$ cat src/fbm_cfg.svh
// timing counts and bus patterns for the flash bus controller
`ifndef FBM_CFG_SVH
`define FBM_CFG_SVH
`define FBM_CLK_PERIOD_NS 25
`define FBM_RESET_PULSE_MIN_NS 500
`define FBM_RESET_PULSE_MIN_CYC ((`FBM_RESET_PULSE_MIN_NS + `FBM_CLK_PERIOD_NS - 1) / `FBM_CLK_PERIOD_NS)
`define FBM_RESET_HIGH_TO_READ_NS 50
`define FBM_RESET_HIGH_TO_READ_CYC ((`FBM_RESET_HIGH_TO_READ_NS + `FBM_CLK_PERIOD_NS - 1) / `FBM_CLK_PERIOD_NS)
`define FBM_ACCESS_NS 90
`define FBM_ACCESS_CYC ((`FBM_ACCESS_NS + `FBM_CLK_PERIOD_NS - 1) / `FBM_CLK_PERIOD_NS)
`define FBM_WR_PULSE_NS 50
`define FBM_WR_PULSE_CYC ((`FBM_WR_PULSE_NS + `FBM_CLK_PERIOD_NS - 1) / `FBM_CLK_PERIOD_NS)
`define FBM_UNLOCK1_ADDR 18'h00555
`define FBM_UNLOCK2_ADDR 18'h002aa
`define FBM_UNLOCK1_DATA 16'h00aa
`define FBM_UNLOCK2_DATA 16'h0055
`define FBM_ID_CMD 16'h0090
`define FBM_RESET_CMD 16'h00f0
`define FBM_ID_MFR_ADDR 18'h00000
`define FBM_ID_DEV_ADDR 18'h00001
`endif

$ cat src/fbm_pkg.sv
// types for the flash bus controller
package fbm_pkg;
  typedef enum logic [2:0] {
    FBM_OP_READ,
    FBM_OP_WRITE,
    FBM_OP_RESET_CMD,
    FBM_OP_ID_ENTER,
    FBM_OP_ID_MFR,
    FBM_OP_ID_DEV,
    FBM_OP_HW_RESET
  } fbm_op_t;
endpackage : fbm_pkg

$ cat src/fbm_cyc_if.sv
// single-cycle bus request between sequencer and pin engine
`timescale 1ns/10ps
`default_nettype none
interface fbm_cyc_if;
  logic req;
  logic wr;
  logic [17:0] addr;
  logic [15:0] wdata;
  logic done;
  logic [15:0] rdata;
  modport seq (output req, output wr, output addr, output wdata, input done, input rdata);
  modport eng (input req, input wr, input addr, input wdata, output done, output rdata);
endinterface : fbm_cyc_if
`default_nettype wire

$ cat src/fbm_host_ctrl.sv
// host-side controller driving a parallel nor flash through its pins
// Summary of operation
// - reads use ce and oe low, we high
// - writes use we and ce low, oe high
// - wait reset-high-to-read before first read
// - after abort, host writes a valid command
// - restart operation interrupted by reset; there is no restart logic, and a hw reset is taken only between cycles
// - id unlock uses 555 and 2aa patterns
`timescale 1ns/10ps
`default_nettype none
`include "fbm_cfg.svh"
module fbm_host_ctrl (
  input wire logic i_ref_clk,
  input wire logic i_rst_n,
  input wire logic i_req,
  input wire fbm_pkg::fbm_op_t i_op,
  input wire logic [17:0] i_addr,
  input wire logic [15:0] i_wdata,
  output logic o_busy,
  output logic o_done,
  output logic [15:0] o_rdata,
  output logic o_id_mode,
  output logic o_op_done_indicator_sync,
  output logic o_ce_n,
  output logic o_oe_n,
  output logic o_we_n,
  output logic o_reset_n,
  output logic [17:0] o_addr,
  output logic [15:0] o_dq_out,
  output logic o_dq_oe,
  input wire logic [15:0] i_dq_in,
  input wire logic i_op_done_indicator
);
  import fbm_pkg::*;
  typedef enum logic [2:0] {
    HC_IDLE, HC_ISSUE, HC_WAIT, HC_RST_LOW, HC_RST_RDY, HC_RST_TRH
  } fbm_hc_t;
  fbm_cyc_if cyc ();
  fbm_hc_t st_ff;
  fbm_op_t op_ff;
  logic [17:0] addr_ff;
  logic [15:0] wdata_ff;
  logic [1:0] step_ff;
  logic [4:0] tcnt_ff;
  logic [15:0] dq_meta_ff, dq_sync_ff;
  logic rdy_meta_ff, rdy_sync_ff;
  logic id_mode_ff;
  logic req_ff;
  // device pins reach us asynchronously
  always_ff @(posedge i_ref_clk or negedge i_rst_n) begin
    if (!i_rst_n) begin
      dq_meta_ff <= 16'h0000;
      dq_sync_ff <= 16'h0000;
      rdy_meta_ff <= 1'b0;
      rdy_sync_ff <= 1'b0;
    end else begin
      dq_meta_ff <= i_dq_in;
      dq_sync_ff <= dq_meta_ff;
      rdy_meta_ff <= i_op_done_indicator;
      rdy_sync_ff <= rdy_meta_ff;
    end
  end
  // id entry is three writes; hw reset runs no bus cycle; other ops collapse to a single cycle
  wire [1:0] last_step = (op_ff == FBM_OP_ID_ENTER) ? 2'd2 : 2'd0;
  wire is_write = (op_ff == FBM_OP_WRITE) || (op_ff == FBM_OP_RESET_CMD) || (op_ff == FBM_OP_ID_ENTER);
  wire [17:0] id_unlock_addr = (step_ff == 2'd1) ? `FBM_UNLOCK2_ADDR : `FBM_UNLOCK1_ADDR;
  wire [15:0] id_unlock_data = (step_ff == 2'd0) ? `FBM_UNLOCK1_DATA :
                               (step_ff == 2'd1) ? `FBM_UNLOCK2_DATA : `FBM_ID_CMD;
  wire [17:0] cyc_addr = (op_ff == FBM_OP_ID_ENTER) ? id_unlock_addr :
                         (op_ff == FBM_OP_ID_MFR) ? `FBM_ID_MFR_ADDR :
                         (op_ff == FBM_OP_ID_DEV) ? `FBM_ID_DEV_ADDR : addr_ff;
  wire [15:0] cyc_wdata = (op_ff == FBM_OP_ID_ENTER) ? id_unlock_data :
                          (op_ff == FBM_OP_RESET_CMD) ? `FBM_RESET_CMD : wdata_ff;
  assign cyc.req = req_ff;
  assign cyc.wr = is_write;
  assign cyc.addr = cyc_addr;
  assign cyc.wdata = cyc_wdata;
  fbm_cycle_engine u_eng (
    .i_ref_clk(i_ref_clk),
    .i_rst_n(i_rst_n),
    .cyc(cyc),
    .i_dq_sync(dq_sync_ff),
    .o_ce_n(o_ce_n),
    .o_oe_n(o_oe_n),
    .o_we_n(o_we_n),
    .o_addr(o_addr),
    .o_dq_out(o_dq_out),
    .o_dq_oe(o_dq_oe)
  );
  always_ff @(posedge i_ref_clk or negedge i_rst_n) begin
    if (!i_rst_n) begin
      st_ff <= HC_IDLE;
      op_ff <= FBM_OP_READ;
      addr_ff <= 18'h00000;
      wdata_ff <= 16'h0000;
      step_ff <= 2'd0;
      tcnt_ff <= 5'h00;
      id_mode_ff <= 1'b0;
      req_ff <= 1'b0;
      o_busy <= 1'b0;
      o_done <= 1'b0;
      o_rdata <= 16'h0000;
      o_reset_n <= 1'b0;
      o_id_mode <= 1'b0;
      o_op_done_indicator_sync <= 1'b0;
    end else begin
      o_done <= 1'b0;
      req_ff <= 1'b0;
      o_id_mode <= id_mode_ff;
      o_op_done_indicator_sync <= rdy_sync_ff;
      case (st_ff)
        HC_IDLE: begin
          // first release of our own reset also pulses the device reset
          if (!o_reset_n) begin
            tcnt_ff <= 5'(`FBM_RESET_PULSE_MIN_CYC);
            o_busy <= 1'b1;
            st_ff <= HC_RST_LOW;
          end else if (i_req) begin
            op_ff <= i_op;
            addr_ff <= i_addr;
            wdata_ff <= i_wdata;
            step_ff <= 2'd0;
            o_busy <= 1'b1;
            if (i_op == FBM_OP_HW_RESET) begin
              // taken only between cycles, so no host cycle is cut and needs a restart
              o_reset_n <= 1'b0;
              tcnt_ff <= 5'(`FBM_RESET_PULSE_MIN_CYC);
              st_ff <= HC_RST_LOW;
            end else begin
              st_ff <= HC_ISSUE;
            end
          end
        end
        HC_ISSUE: begin
          req_ff <= 1'b1;
          st_ff <= HC_WAIT;
        end
        HC_WAIT: if (cyc.done) begin
          if (step_ff != last_step) begin
            step_ff <= step_ff + 2'd1;
            st_ff <= HC_ISSUE;
          end else begin
            if (op_ff == FBM_OP_ID_ENTER) id_mode_ff <= 1'b1;
            if (op_ff == FBM_OP_RESET_CMD) id_mode_ff <= 1'b0;
            o_rdata <= cyc.rdata;
            o_done <= 1'b1;
            // free for the next valid command
            o_busy <= 1'b0;
            st_ff <= HC_IDLE;
          end
        end
        HC_RST_LOW: begin
          // hold device reset for the minimum pulse
          if (tcnt_ff != 5'h00) tcnt_ff <= tcnt_ff - 5'h01;
          else begin
            o_reset_n <= 1'b1;
            id_mode_ff <= 1'b0;
            st_ff <= HC_RST_RDY;
          end
        end
        HC_RST_RDY: begin
          // busy low after an aborted algorithm: wait for it to clear
          if (rdy_sync_ff) begin
            tcnt_ff <= 5'(`FBM_RESET_HIGH_TO_READ_CYC);
            st_ff <= HC_RST_TRH;
          end
        end
        HC_RST_TRH: begin
          if (tcnt_ff != 5'h00) tcnt_ff <= tcnt_ff - 5'h01;
          else begin
            o_done <= 1'b1;
            o_busy <= 1'b0;
            st_ff <= HC_IDLE;
          end
        end
        default: st_ff <= HC_IDLE;
      endcase
    end
  end
  chk_reset_pulse_len: assert property (@(posedge i_ref_clk) disable iff (!i_rst_n)
    $fell(o_reset_n) |-> !o_reset_n [*8]) else $error("device reset pulse too short");
  // saturating length of the current device reset pulse, for the minimum-width check
  logic [4:0] rst_lo_len_ff;
  always_ff @(posedge i_ref_clk or negedge i_rst_n) begin
    if (!i_rst_n) begin
      rst_lo_len_ff <= 5'h00;
    end else if (o_reset_n) begin
      rst_lo_len_ff <= 5'h00;
    end else if (rst_lo_len_ff != 5'h1f) begin
      rst_lo_len_ff <= rst_lo_len_ff + 5'h01;
    end
  end
  chk_reset_pulse_min: assert property (@(posedge i_ref_clk) disable iff (!i_rst_n)
    $rose(o_reset_n) |-> rst_lo_len_ff >= 5'(`FBM_RESET_PULSE_MIN_CYC))
    else $error("device reset pulse under minimum");
  chk_no_cycle_reset: assert property (@(posedge i_ref_clk) disable iff (!i_rst_n)
    !o_reset_n |-> (o_ce_n && o_we_n && o_oe_n)) else $error("bus cycle during device reset");
  chk_read_after_rst: assert property (@(posedge i_ref_clk) disable iff (!i_rst_n)
    $rose(o_reset_n) |-> o_oe_n [*3]) else $error("read too soon after reset release");
  chk_id_mode_set: assert property (@(posedge i_ref_clk) disable iff (!i_rst_n)
    (st_ff == HC_WAIT && cyc.done && op_ff == FBM_OP_ID_ENTER && step_ff == 2'd2) |=> ##1 o_id_mode)
    else $error("id mode not flagged");
  chk_reset_cmd_data: assert property (@(posedge i_ref_clk) disable iff (!i_rst_n)
    (!o_we_n && op_ff == FBM_OP_RESET_CMD) |-> o_dq_out == `FBM_RESET_CMD)
    else $error("reset command data wrong");
  chk_unlock_first: assert property (@(posedge i_ref_clk) disable iff (!i_rst_n)
    (!o_we_n && op_ff == FBM_OP_ID_ENTER && step_ff == 2'd0) |-> o_addr == `FBM_UNLOCK1_ADDR)
    else $error("unlock address wrong");
  chk_mfr_addr: assert property (@(posedge i_ref_clk) disable iff (!i_rst_n)
    (!o_oe_n && op_ff == FBM_OP_ID_MFR) |-> o_addr[1:0] == 2'b00) else $error("maker code address wrong");
  chk_dev_addr: assert property (@(posedge i_ref_clk) disable iff (!i_rst_n)
    (!o_oe_n && op_ff == FBM_OP_ID_DEV) |-> o_addr[1:0] == 2'b01) else $error("device code address wrong");
  cov_read: cover property (@(posedge i_ref_clk) disable iff (!i_rst_n) o_done && op_ff == FBM_OP_READ);
  cov_id_enter: cover property (@(posedge i_ref_clk) disable iff (!i_rst_n) $rose(o_id_mode));
  cov_hw_reset: cover property (@(posedge i_ref_clk) disable iff (!i_rst_n) $rose(o_reset_n));
  cov_write: cover property (@(posedge i_ref_clk) disable iff (!i_rst_n) o_done && op_ff == FBM_OP_WRITE);
  cov_rdy_wait: cover property (@(posedge i_ref_clk) disable iff (!i_rst_n) st_ff == HC_RST_RDY && !rdy_sync_ff);
endmodule : fbm_host_ctrl
`default_nettype wire

$ cat src/fbm_cycle_engine.sv
// one read or write cycle on the flash pins
`timescale 1ns/10ps
`default_nettype none
`include "fbm_cfg.svh"
module fbm_cycle_engine (
  input wire logic i_ref_clk,
  input wire logic i_rst_n,
  fbm_cyc_if.eng cyc,
  input wire logic [15:0] i_dq_sync,
  output logic o_ce_n,
  output logic o_oe_n,
  output logic o_we_n,
  output logic [17:0] o_addr,
  output logic [15:0] o_dq_out,
  output logic o_dq_oe
);
  import fbm_pkg::*;
  typedef enum logic [1:0] {ENG_IDLE, ENG_ACT, ENG_END} fbm_eng_t;
  fbm_eng_t st_ff, nxt_st;
  logic [3:0] cnt_ff;
  logic wr_ff;
  logic [15:0] rdata_ff;
  logic done_ff;
  wire cnt_exp = (cnt_ff == 4'h0);
  wire [3:0] load_cnt = cyc.wr ? 4'(`FBM_WR_PULSE_CYC) : 4'(`FBM_ACCESS_CYC + 2);
  always_comb begin
    nxt_st = st_ff;
    case (st_ff)
      ENG_IDLE: if (cyc.req) nxt_st = ENG_ACT;
      ENG_ACT: if (cnt_exp) nxt_st = ENG_END;
      ENG_END: nxt_st = ENG_IDLE;
      default: nxt_st = ENG_IDLE;
    endcase
  end
  always_ff @(posedge i_ref_clk or negedge i_rst_n) begin
    if (!i_rst_n) begin
      st_ff <= ENG_IDLE;
      cnt_ff <= 4'h0;
      wr_ff <= 1'b0;
      rdata_ff <= 16'h0000;
      done_ff <= 1'b0;
      o_ce_n <= 1'b1;
      o_oe_n <= 1'b1;
      o_we_n <= 1'b1;
      o_addr <= 18'h00000;
      o_dq_out <= 16'h0000;
      o_dq_oe <= 1'b0;
    end else begin
      st_ff <= nxt_st;
      done_ff <= (st_ff == ENG_END);
      if (st_ff == ENG_IDLE && cyc.req) begin
        cnt_ff <= load_cnt;
        wr_ff <= cyc.wr;
        o_addr <= cyc.addr;
        o_dq_out <= cyc.wdata;
        o_ce_n <= 1'b0;
        // read: oe low, we high write: we low, oe high
        o_oe_n <= cyc.wr;
        o_we_n <= !cyc.wr;
        o_dq_oe <= cyc.wr;
      end else if (st_ff == ENG_ACT) begin
        if (!cnt_exp) cnt_ff <= cnt_ff - 4'h1;
        else begin
          // strobes rise together; data held one more cycle past the rising edge
          o_we_n <= 1'b1;
          o_oe_n <= 1'b1;
          o_ce_n <= 1'b1;
          if (!wr_ff) rdata_ff <= i_dq_sync;
        end
      end else if (st_ff == ENG_END) begin
        o_dq_oe <= 1'b0;
      end
    end
  end
  assign cyc.done = done_ff;
  assign cyc.rdata = rdata_ff;
  chk_write_strobes: assert property (@(posedge i_ref_clk) disable iff (!i_rst_n)
    !o_we_n |-> (!o_ce_n && o_oe_n && o_dq_oe)) else $error("write strobe without ce or with oe");
  chk_read_strobes: assert property (@(posedge i_ref_clk) disable iff (!i_rst_n)
    !o_oe_n |-> (!o_ce_n && o_we_n && !o_dq_oe)) else $error("read gate with we low or bus driven");
endmodule : fbm_cycle_engine
`default_nettype wire

$ cat config.mk
export PLATFORM = sky130hd
export DESIGN_NAME = fbm_host_ctrl
export DESIGN_NICKNAME = d
export VERILOG_FILES = /design/src/fbm_pkg.sv /design/src/fbm_cyc_if.sv /design/src/fbm_host_ctrl.sv /design/src/fbm_cycle_engine.sv
export VERILOG_INCLUDE_DIRS = /design/src /design/src/src
export SDC_FILE = /design/constraint.sdc
export NUM_CORES = 1
export LEC_CHECK = 0
export BUFFER_PORTS_ARGS = -buffer_cell sky130_fd_sc_hd__buf_2
export CAP_MARGIN = 20
export CORE_UTILIZATION = 40
export CTS_CLUSTER_DIAMETER = 150
export DETAILED_ROUTE_END_ITERATION = 10
export GPL_TIMING_DRIVEN = 0
export SYNTH_ARGS = -nofsm -noshare
export SYNTH_HDL_FRONTEND = slang
export SYNTH_SLANG_ARGS = --single-unit
$ cat constraint.sdc
create_clock -name i_ref_clk -period 3 [get_ports i_ref_clk]
set_clock_uncertainty 0.2 [all_clocks]
set_input_delay 0.15 -clock i_ref_clk [delete_from_list [all_inputs] [get_ports i_ref_clk]]
set_output_delay 0.15 -clock i_ref_clk [all_outputs]
set_load 0.1 [all_outputs]
==> Word level (Yosys, flattened, before mapping) <==
Index checks and enable logic that the tools add are counted.
{ "classes": {"n_reduce_logical": 31, "bitwise_logic": 3, "shift": 0, "div": 0, "eq_ne": 31, "n_mul": 0, "muxes": 65, "magnitude_cmp": 0, "addsub": 3} }
{ "ops": {"columns": ["cell", "count"], "rows": [
  ["18-bit two-way mux", 3],
  ["16-bit two-way mux", 2],
  ["1-bit two-way mux", 26],
  ["5-bit two-way mux", 5],
  ["5-bit AND reduction", 5],
  ["3-bit two-way mux", 7],
  ["2-bit inequality test, second input constant", 9],
  ["3-bit one-hot mux with 6 select lines", 1],
  ["2-bit two-way mux", 8],
  ["8-bit two-way mux", 2],
  ["3-bit equality test, second input constant", 5],
  ["5-bit one-hot mux with 3 select lines", 1],
  ["3-bit by 2-bit equality test with 1-bit output, second input constant", 4],
  ["4-bit two-way mux", 3],
  ["2-bit nonzero test", 6],
  ["11-bit two-way mux", 1],
  ["2-bit AND reduction", 5],
  ["3-bit inequality test, second input constant", 3],
  ["2-bit by 1-bit inequality test with 1-bit output, second input constant", 4],
  ["2-bit one-hot mux with 2 select lines", 2],
  ["3-bit by 1-bit equality test with 1-bit output, second input constant", 2],
  ["1-bit one-hot mux with 2 select lines", 3],
  ["3-bit AND reduction", 2],
  ["3-bit nonzero test", 2],
  ["other kinds (17)", 22]
]} }
{ "totals": {"in_bits": 57, "output_inout_bits": 59, "ff_bits": 166, "latch_bits": 0, "mem_bits_ro": 0, "mem_count": 0, "mem_bits_rw": 0} }

==> Depth between registers and ports, before layout <==
{ "logic_depth": {"word_depth": 6, "mapped_depth": 9} }

==> Hierarchy <==
Synthesis repeated with hierarchy kept, for this count alone.
{ "hier_totals": {"hier_cells": 567, "area_unflattened_um2": 6751.5} }
{ "by_module_without_submodules": {"columns": ["mod", "n_inst", "area_each_um2", "cells_per_inst"], "rows": [
  ["fbm_host_ctrl", 1, 4295.4, 338],
  ["fbm_cycle_engine", 1, 2456.1, 229]
]} }

==> Worst setup path before layout <==
OpenSTA, ideal clock, no wires.
{ "synth_path": {"path_type": "register -> register", "from": "register o_reset_n", "to": "register addr_ff[0]", "required_ns": 2.675, "t_arrival_ns": 2.091, "period_less_slack_ns": 2.416, "setup_time_ns": 0.125, "path_buffers": 1, "path_stages_with_launch": 4, "slack_ns": 0.584, "cell_sequence": "dfrtp_1 nand3_1 clkbuf_1 mux2_2"} }
{ "synth_between": {"elab_chain_cells": 1} }
{ "synth_lines": {"columns": ["item", "line_no", "source"], "rows": [
  ["from (decl)", "fbm_host_ctrl.sv:27", "output logic o_reset_n,"],
  ["from (signal assigned)", "fbm_host_ctrl.sv:103", "o_reset_n <= 1'b0;"],
  ["from (signal assigned)", "fbm_host_ctrl.sv:126", "o_reset_n <= 1'b0;"],
  ["from (signal assigned)", "fbm_host_ctrl.sv:156", "o_reset_n <= 1'b1;"],
  ["3-bit AND reduction (no source line)", null, null],
  ["to (signal assigned)", "fbm_host_ctrl.sv:120", "addr_ff <= i_addr;"],
  ["to (decl)", "fbm_host_ctrl.sv:41", "logic [17:0] addr_ff;"]
]} }
No other way between the ends.
A chain may end at the register's enable or synchronous reset.

==> Worst setup path in the final report <==
{ "layout_path": {"from": "register st_ff[2]", "to": "register wdata_ff[10]"} }
{ "layout_between": {"elab_chain_cells": 2} }
{ "layout_lines": {"columns": ["item", "line_no", "source"], "rows": [
  ["from (decl)", "fbm_host_ctrl.sv:39", "fbm_hc_t st_ff;"],
  ["from (signal assigned)", "fbm_host_ctrl.sv:92", "st_ff <= HC_IDLE;"],
  ["from (signal assigned)", "fbm_host_ctrl.sv:117", "st_ff <= HC_RST_LOW;"],
  ["from (signal assigned)", "fbm_host_ctrl.sv:128", "st_ff <= HC_RST_LOW;"],
  ["3-bit zero test", "fbm_host_ctrl.sv:111", "case (st_ff)"],
  ["3-bit AND reduction (no source line)", null, null],
  ["to (signal assigned)", "fbm_host_ctrl.sv:121", "wdata_ff <= i_wdata;"],
  ["to (decl)", "fbm_host_ctrl.sv:42", "logic [15:0] wdata_ff;"]
]} }
No other way between the ends.

==> impl_results.md <==
* Class of the worst hold path: in2async
* Port buffer count at 115
* CP max FO at 10
* Largest family of logic cells by synthesized area: multiplexers
* Share of post-route cells with drive strength above 1 at 32.0%
* Multi-input logic area at 2230 µm²
* Post-synthesis xor/xnor area fraction at 0.133%
* Critical Path AT at roughly 2.9 ns
* Adder-cell share of the synthesized area at less than 1%
* Netlist cell types at 57
* DRT Wirelength at 14.5 mm
* DR iter-0 viols at 180
* Clock Path Buffers at 2
* Starting Density at between 40% and 50%
* Cell Int Power at approximately 0.0055 W
* Post-synth EDFFs at 0
* Post-Syn Area per Cell at 12.3 µm²
* Crit path capture type: flop
* Met2 Resource Use GR at 29.8%
* Top area cells in the synthesized netlist: dfrtp_1 (62%), mux2_2 (11%), nand2_1 (3.8%)
* Worst skew pair latency at 0.43 ns
* Switching Fraction at 46.2%
* Met1 global-route usage at 22.0%
* 1st-pass router iterations at 5
* Min Tclk post-route at approximately 2.7 ns
* Met3 usage at 6.48%
* Max H-tree Level at 4
* WHS at 0.0285 ns
* Gr busiest metal: met2
* Async SR Flop Fraction at 100%
* Total die area at between 15,000 and 20,000 µm²
* Sw power at 0.00470 W
* Routed len/inst at 15.1 µm
* Sequential cell area at 4160 µm²
* Pwr dens at 1180 nW/µm²
* Logic pwr share at 45.1%
* Crit share post-route at 91.5%
* Status: completed
* Slowest cell on the critical path: nand3_1
* Netlist Area Pre-Place at around 6600 µm²
* CTS clk-pin slew, worst paths at 0.07 ns
* Max-slew violation count at 0
* CTS sink count at ~170
* Nets at 789
* Die Span Y at 130 µm
* # rows at between 40 and 50
* GRT Total Usage at 18.3%
* Sequential power share at 34.1%
* Most frequent cells in the layout: dfrtp_1 (163), buf_2 (116), nand2_1 (66), mux2_2 (64), dlygate4sd3_1 (56)
* Synth top area share at 62.0%
* Fillers at 1,364
* Peak supply drop at around 1.2 mV
* Num CTS Buffers at 17
* Mux cell area share after synthesis at ~13%
* Critical path class: reg2reg
* Antenna Nets Post-Route at 0
* Synth Area in Compound Gates at 7.49%
* Register area share after synthesis at 63.2%
* Core area at roughly 16,000 µm²
* Largest net degree at the start of global routing at between 100 and 150
* Via count at ~4,800
* Vias in the first global route at 4,798
* Post-Syn Instances at roughly 530
* Startpoint types: flop
* Leak pwr at 4.12 nW
* Final GP Congestion at 0.820
* Max_slew headroom at 49.3%
* FMAX at 364 MHz
* Final Setup Violations at 0
* Core Util, Final at between 50 and 60%
* Initial antenna violation count at 0
* DRC Markers at 0
* Yosys Warn Count at 0
* I/O pin count at 116
* Syn Nets at roughly 600
* # Max-Cap Violations at 0
* Syn-to-layout area delta at 31.0%
* Overflow after GRT at 0
* Unrepaired setup endpoints after global routing: false
* Vias per cell at slightly below 5
* Post-cts resize count at 0
* Clock share of power at 20.9%
* Worst-Margin Slew at 0.761 ns
* Worst path max stage delay at 0.55 ns
* Most common cell after layout, fill and taps aside: dfrtp_1
* Hpwl dp at ~9.7 mm
* Synth area leader: dfrtp_1
* Cell breakdown of the critical path: clkbuf_1 -> nor3_1 -> nand3_1 -> clkbuf_1 -> mux2_2
* Req. time, crit path at between 3 and 4 ns
* Final hold vios at 0
* Crit-path most repeated cell: clkbuf_1
* CTS tree: done
* Simple-gate share of the synthesized area at 12.4%
* ANT cells at 0
* Synth Register Bits at 166
* Die width at 130 µm
* Post-synth top flop: dfrtp_1
* First-pass GRT wire length at about 24 mm
* Root Driver: clkbuf_16
-- cells by family (layout without fill, tap and decap cells) --
logic type                 after synthesis  after routing
AOI/OAI and AO/OA                       80             80
xor gates and xnor gates                 1              1
DFF                                    166            166
muxes                                   73             73
buffers and inverters                   40            246
and+or+nand+nor                        169            169
adders and majority gates                5              5
-- cell type report --
type	instances	area share (%)
Tap cell	216	3.14
Clock inverter	14	1.76
Inverter	15	0.653
Buffer	25	1.52
Sequential cell	166	48.3
Multi-Input combinational cell	328	25.9
Timing Repair Buffer	174	13.8
Clock buffer	18	4.98
-- synth_stat cells (3+ instances only) --
| master | instances |
|---|---|
| ha_1 | 5 |
| mux2_4 | 8 |
| inv_1 | 14 |
| a21oi_1 | 24 |
| dfrtp_1 | 163 |
| nand3b_1 | 3 |
| nand2_1 | 66 |
| a21o_1 | 3 |
| nor2_1 | 35 |
| a22o_1 | 3 |
| nor2b_1 | 8 |
| a22oi_1 | 5 |
| mux2_2 | 64 |
| nor3_1 | 6 |
| o31ai_1 | 4 |
| dfstp_2 | 3 |
| nand3_1 | 23 |
| clkbuf_1 | 18 |
| nand4_1 | 4 |
| o21ai_0 | 22 |
| o22ai_1 | 3 |
| a31oi_1 | 4 |
| and2_1 | 4 |
-- path summary, 6_finish.rpt --
check                                         from                  endpoint  slack (ns)  cells after the start
max                           st_ff[2]$_DFFE_PN0P_  wdata_ff[10]$_DFFE_PN0P_        0.25                      5
min                                        i_rst_n   dq_sync_ff[2]$_DFF_PN0_        0.03                      2
max reg2reg                   st_ff[2]$_DFFE_PN0P_  wdata_ff[10]$_DFFE_PN0P_        0.25                      5
min reg2reg                dq_meta_ff[9]$_DFF_PN0_   dq_sync_ff[9]$_DFF_PN0_        0.15                      0
max in group asynchronous                  i_rst_n   wdata_ff[9]$_DFFE_PN0P_        1.69                      3
min in group i_ref_clk     dq_meta_ff[9]$_DFF_PN0_   dq_sync_ff[9]$_DFF_PN0_        0.15                      0
-- per-stage QoR --
stage | worst slack [ns] | instance area [µm²] | setup TNS (ns) | power (W) | cells
2_1_floorplan | 0.584 | 6580 | 0 | 0.00710 | 534
3_3_place_gp | -0.847 | 7420 | -135.78 | 0.00790 | 865
3_5_place_dp | 0.179 | 7460 | 0 | 0.00803 | 866
4_1_cts | 0.178 | 8600 | 0 | 0.0102 | 954
5_1_grt | 0.0799 | 8620 | 0 | 0.0107 | 956
6_report | 0.254 | 8620 | 0 | 0.0102 | 956
-- repair_timing --
item	CTS	global route
hold buffers	56	0
buffers inserted	0	2
endpoints found under the hold margin	220	0
setup endpoints to repair	0	1
-- flip-flops by register name, summed over array words and instances, names as in the netlist, 4 cells and up --
signal / count
dq_meta_ff: 16
tcnt_ff: 5
wdata_ff: 16
o_rdata: 16
u_eng.cyc.rdata: 16
addr_ff: 18
u_eng.o_addr: 18
dq_sync_ff: 16
u_eng.cnt_ff: 4
u_eng.o_dq_out: 16
-- routing by layer --
layer / vias up / wire [µm]
li1: 2230 / -
met1: 2341 / 6200
met2: 166 / 6910
met3: 17 / 1110
met4: 0 / 248
met5: - / 0
-- power by group through the flow --
stage | clock network (W) | registers, W | logic [W]
after floorplan | 0 | 0.00545 | 0.00165
after global placement | 0 | 0.00346 | 0.00444
after detailed placement | 0 | 0.00349 | 0.00454
after CTS | 0.00218 | 0.00346 | 0.00460
after global routing | 0.00227 | 0.00357 | 0.00487
final | 0.00212 | 0.00347 | 0.00458
-- worst max-delay path: cells and delay by family (launching register included) --
family,cells,cell delay (ns)
buf+inv,2,0.64
flops,1,0.38
simple gates,2,1.04
mux,1,0.36
Note: power is estimated with default switching activity, not from simulation.
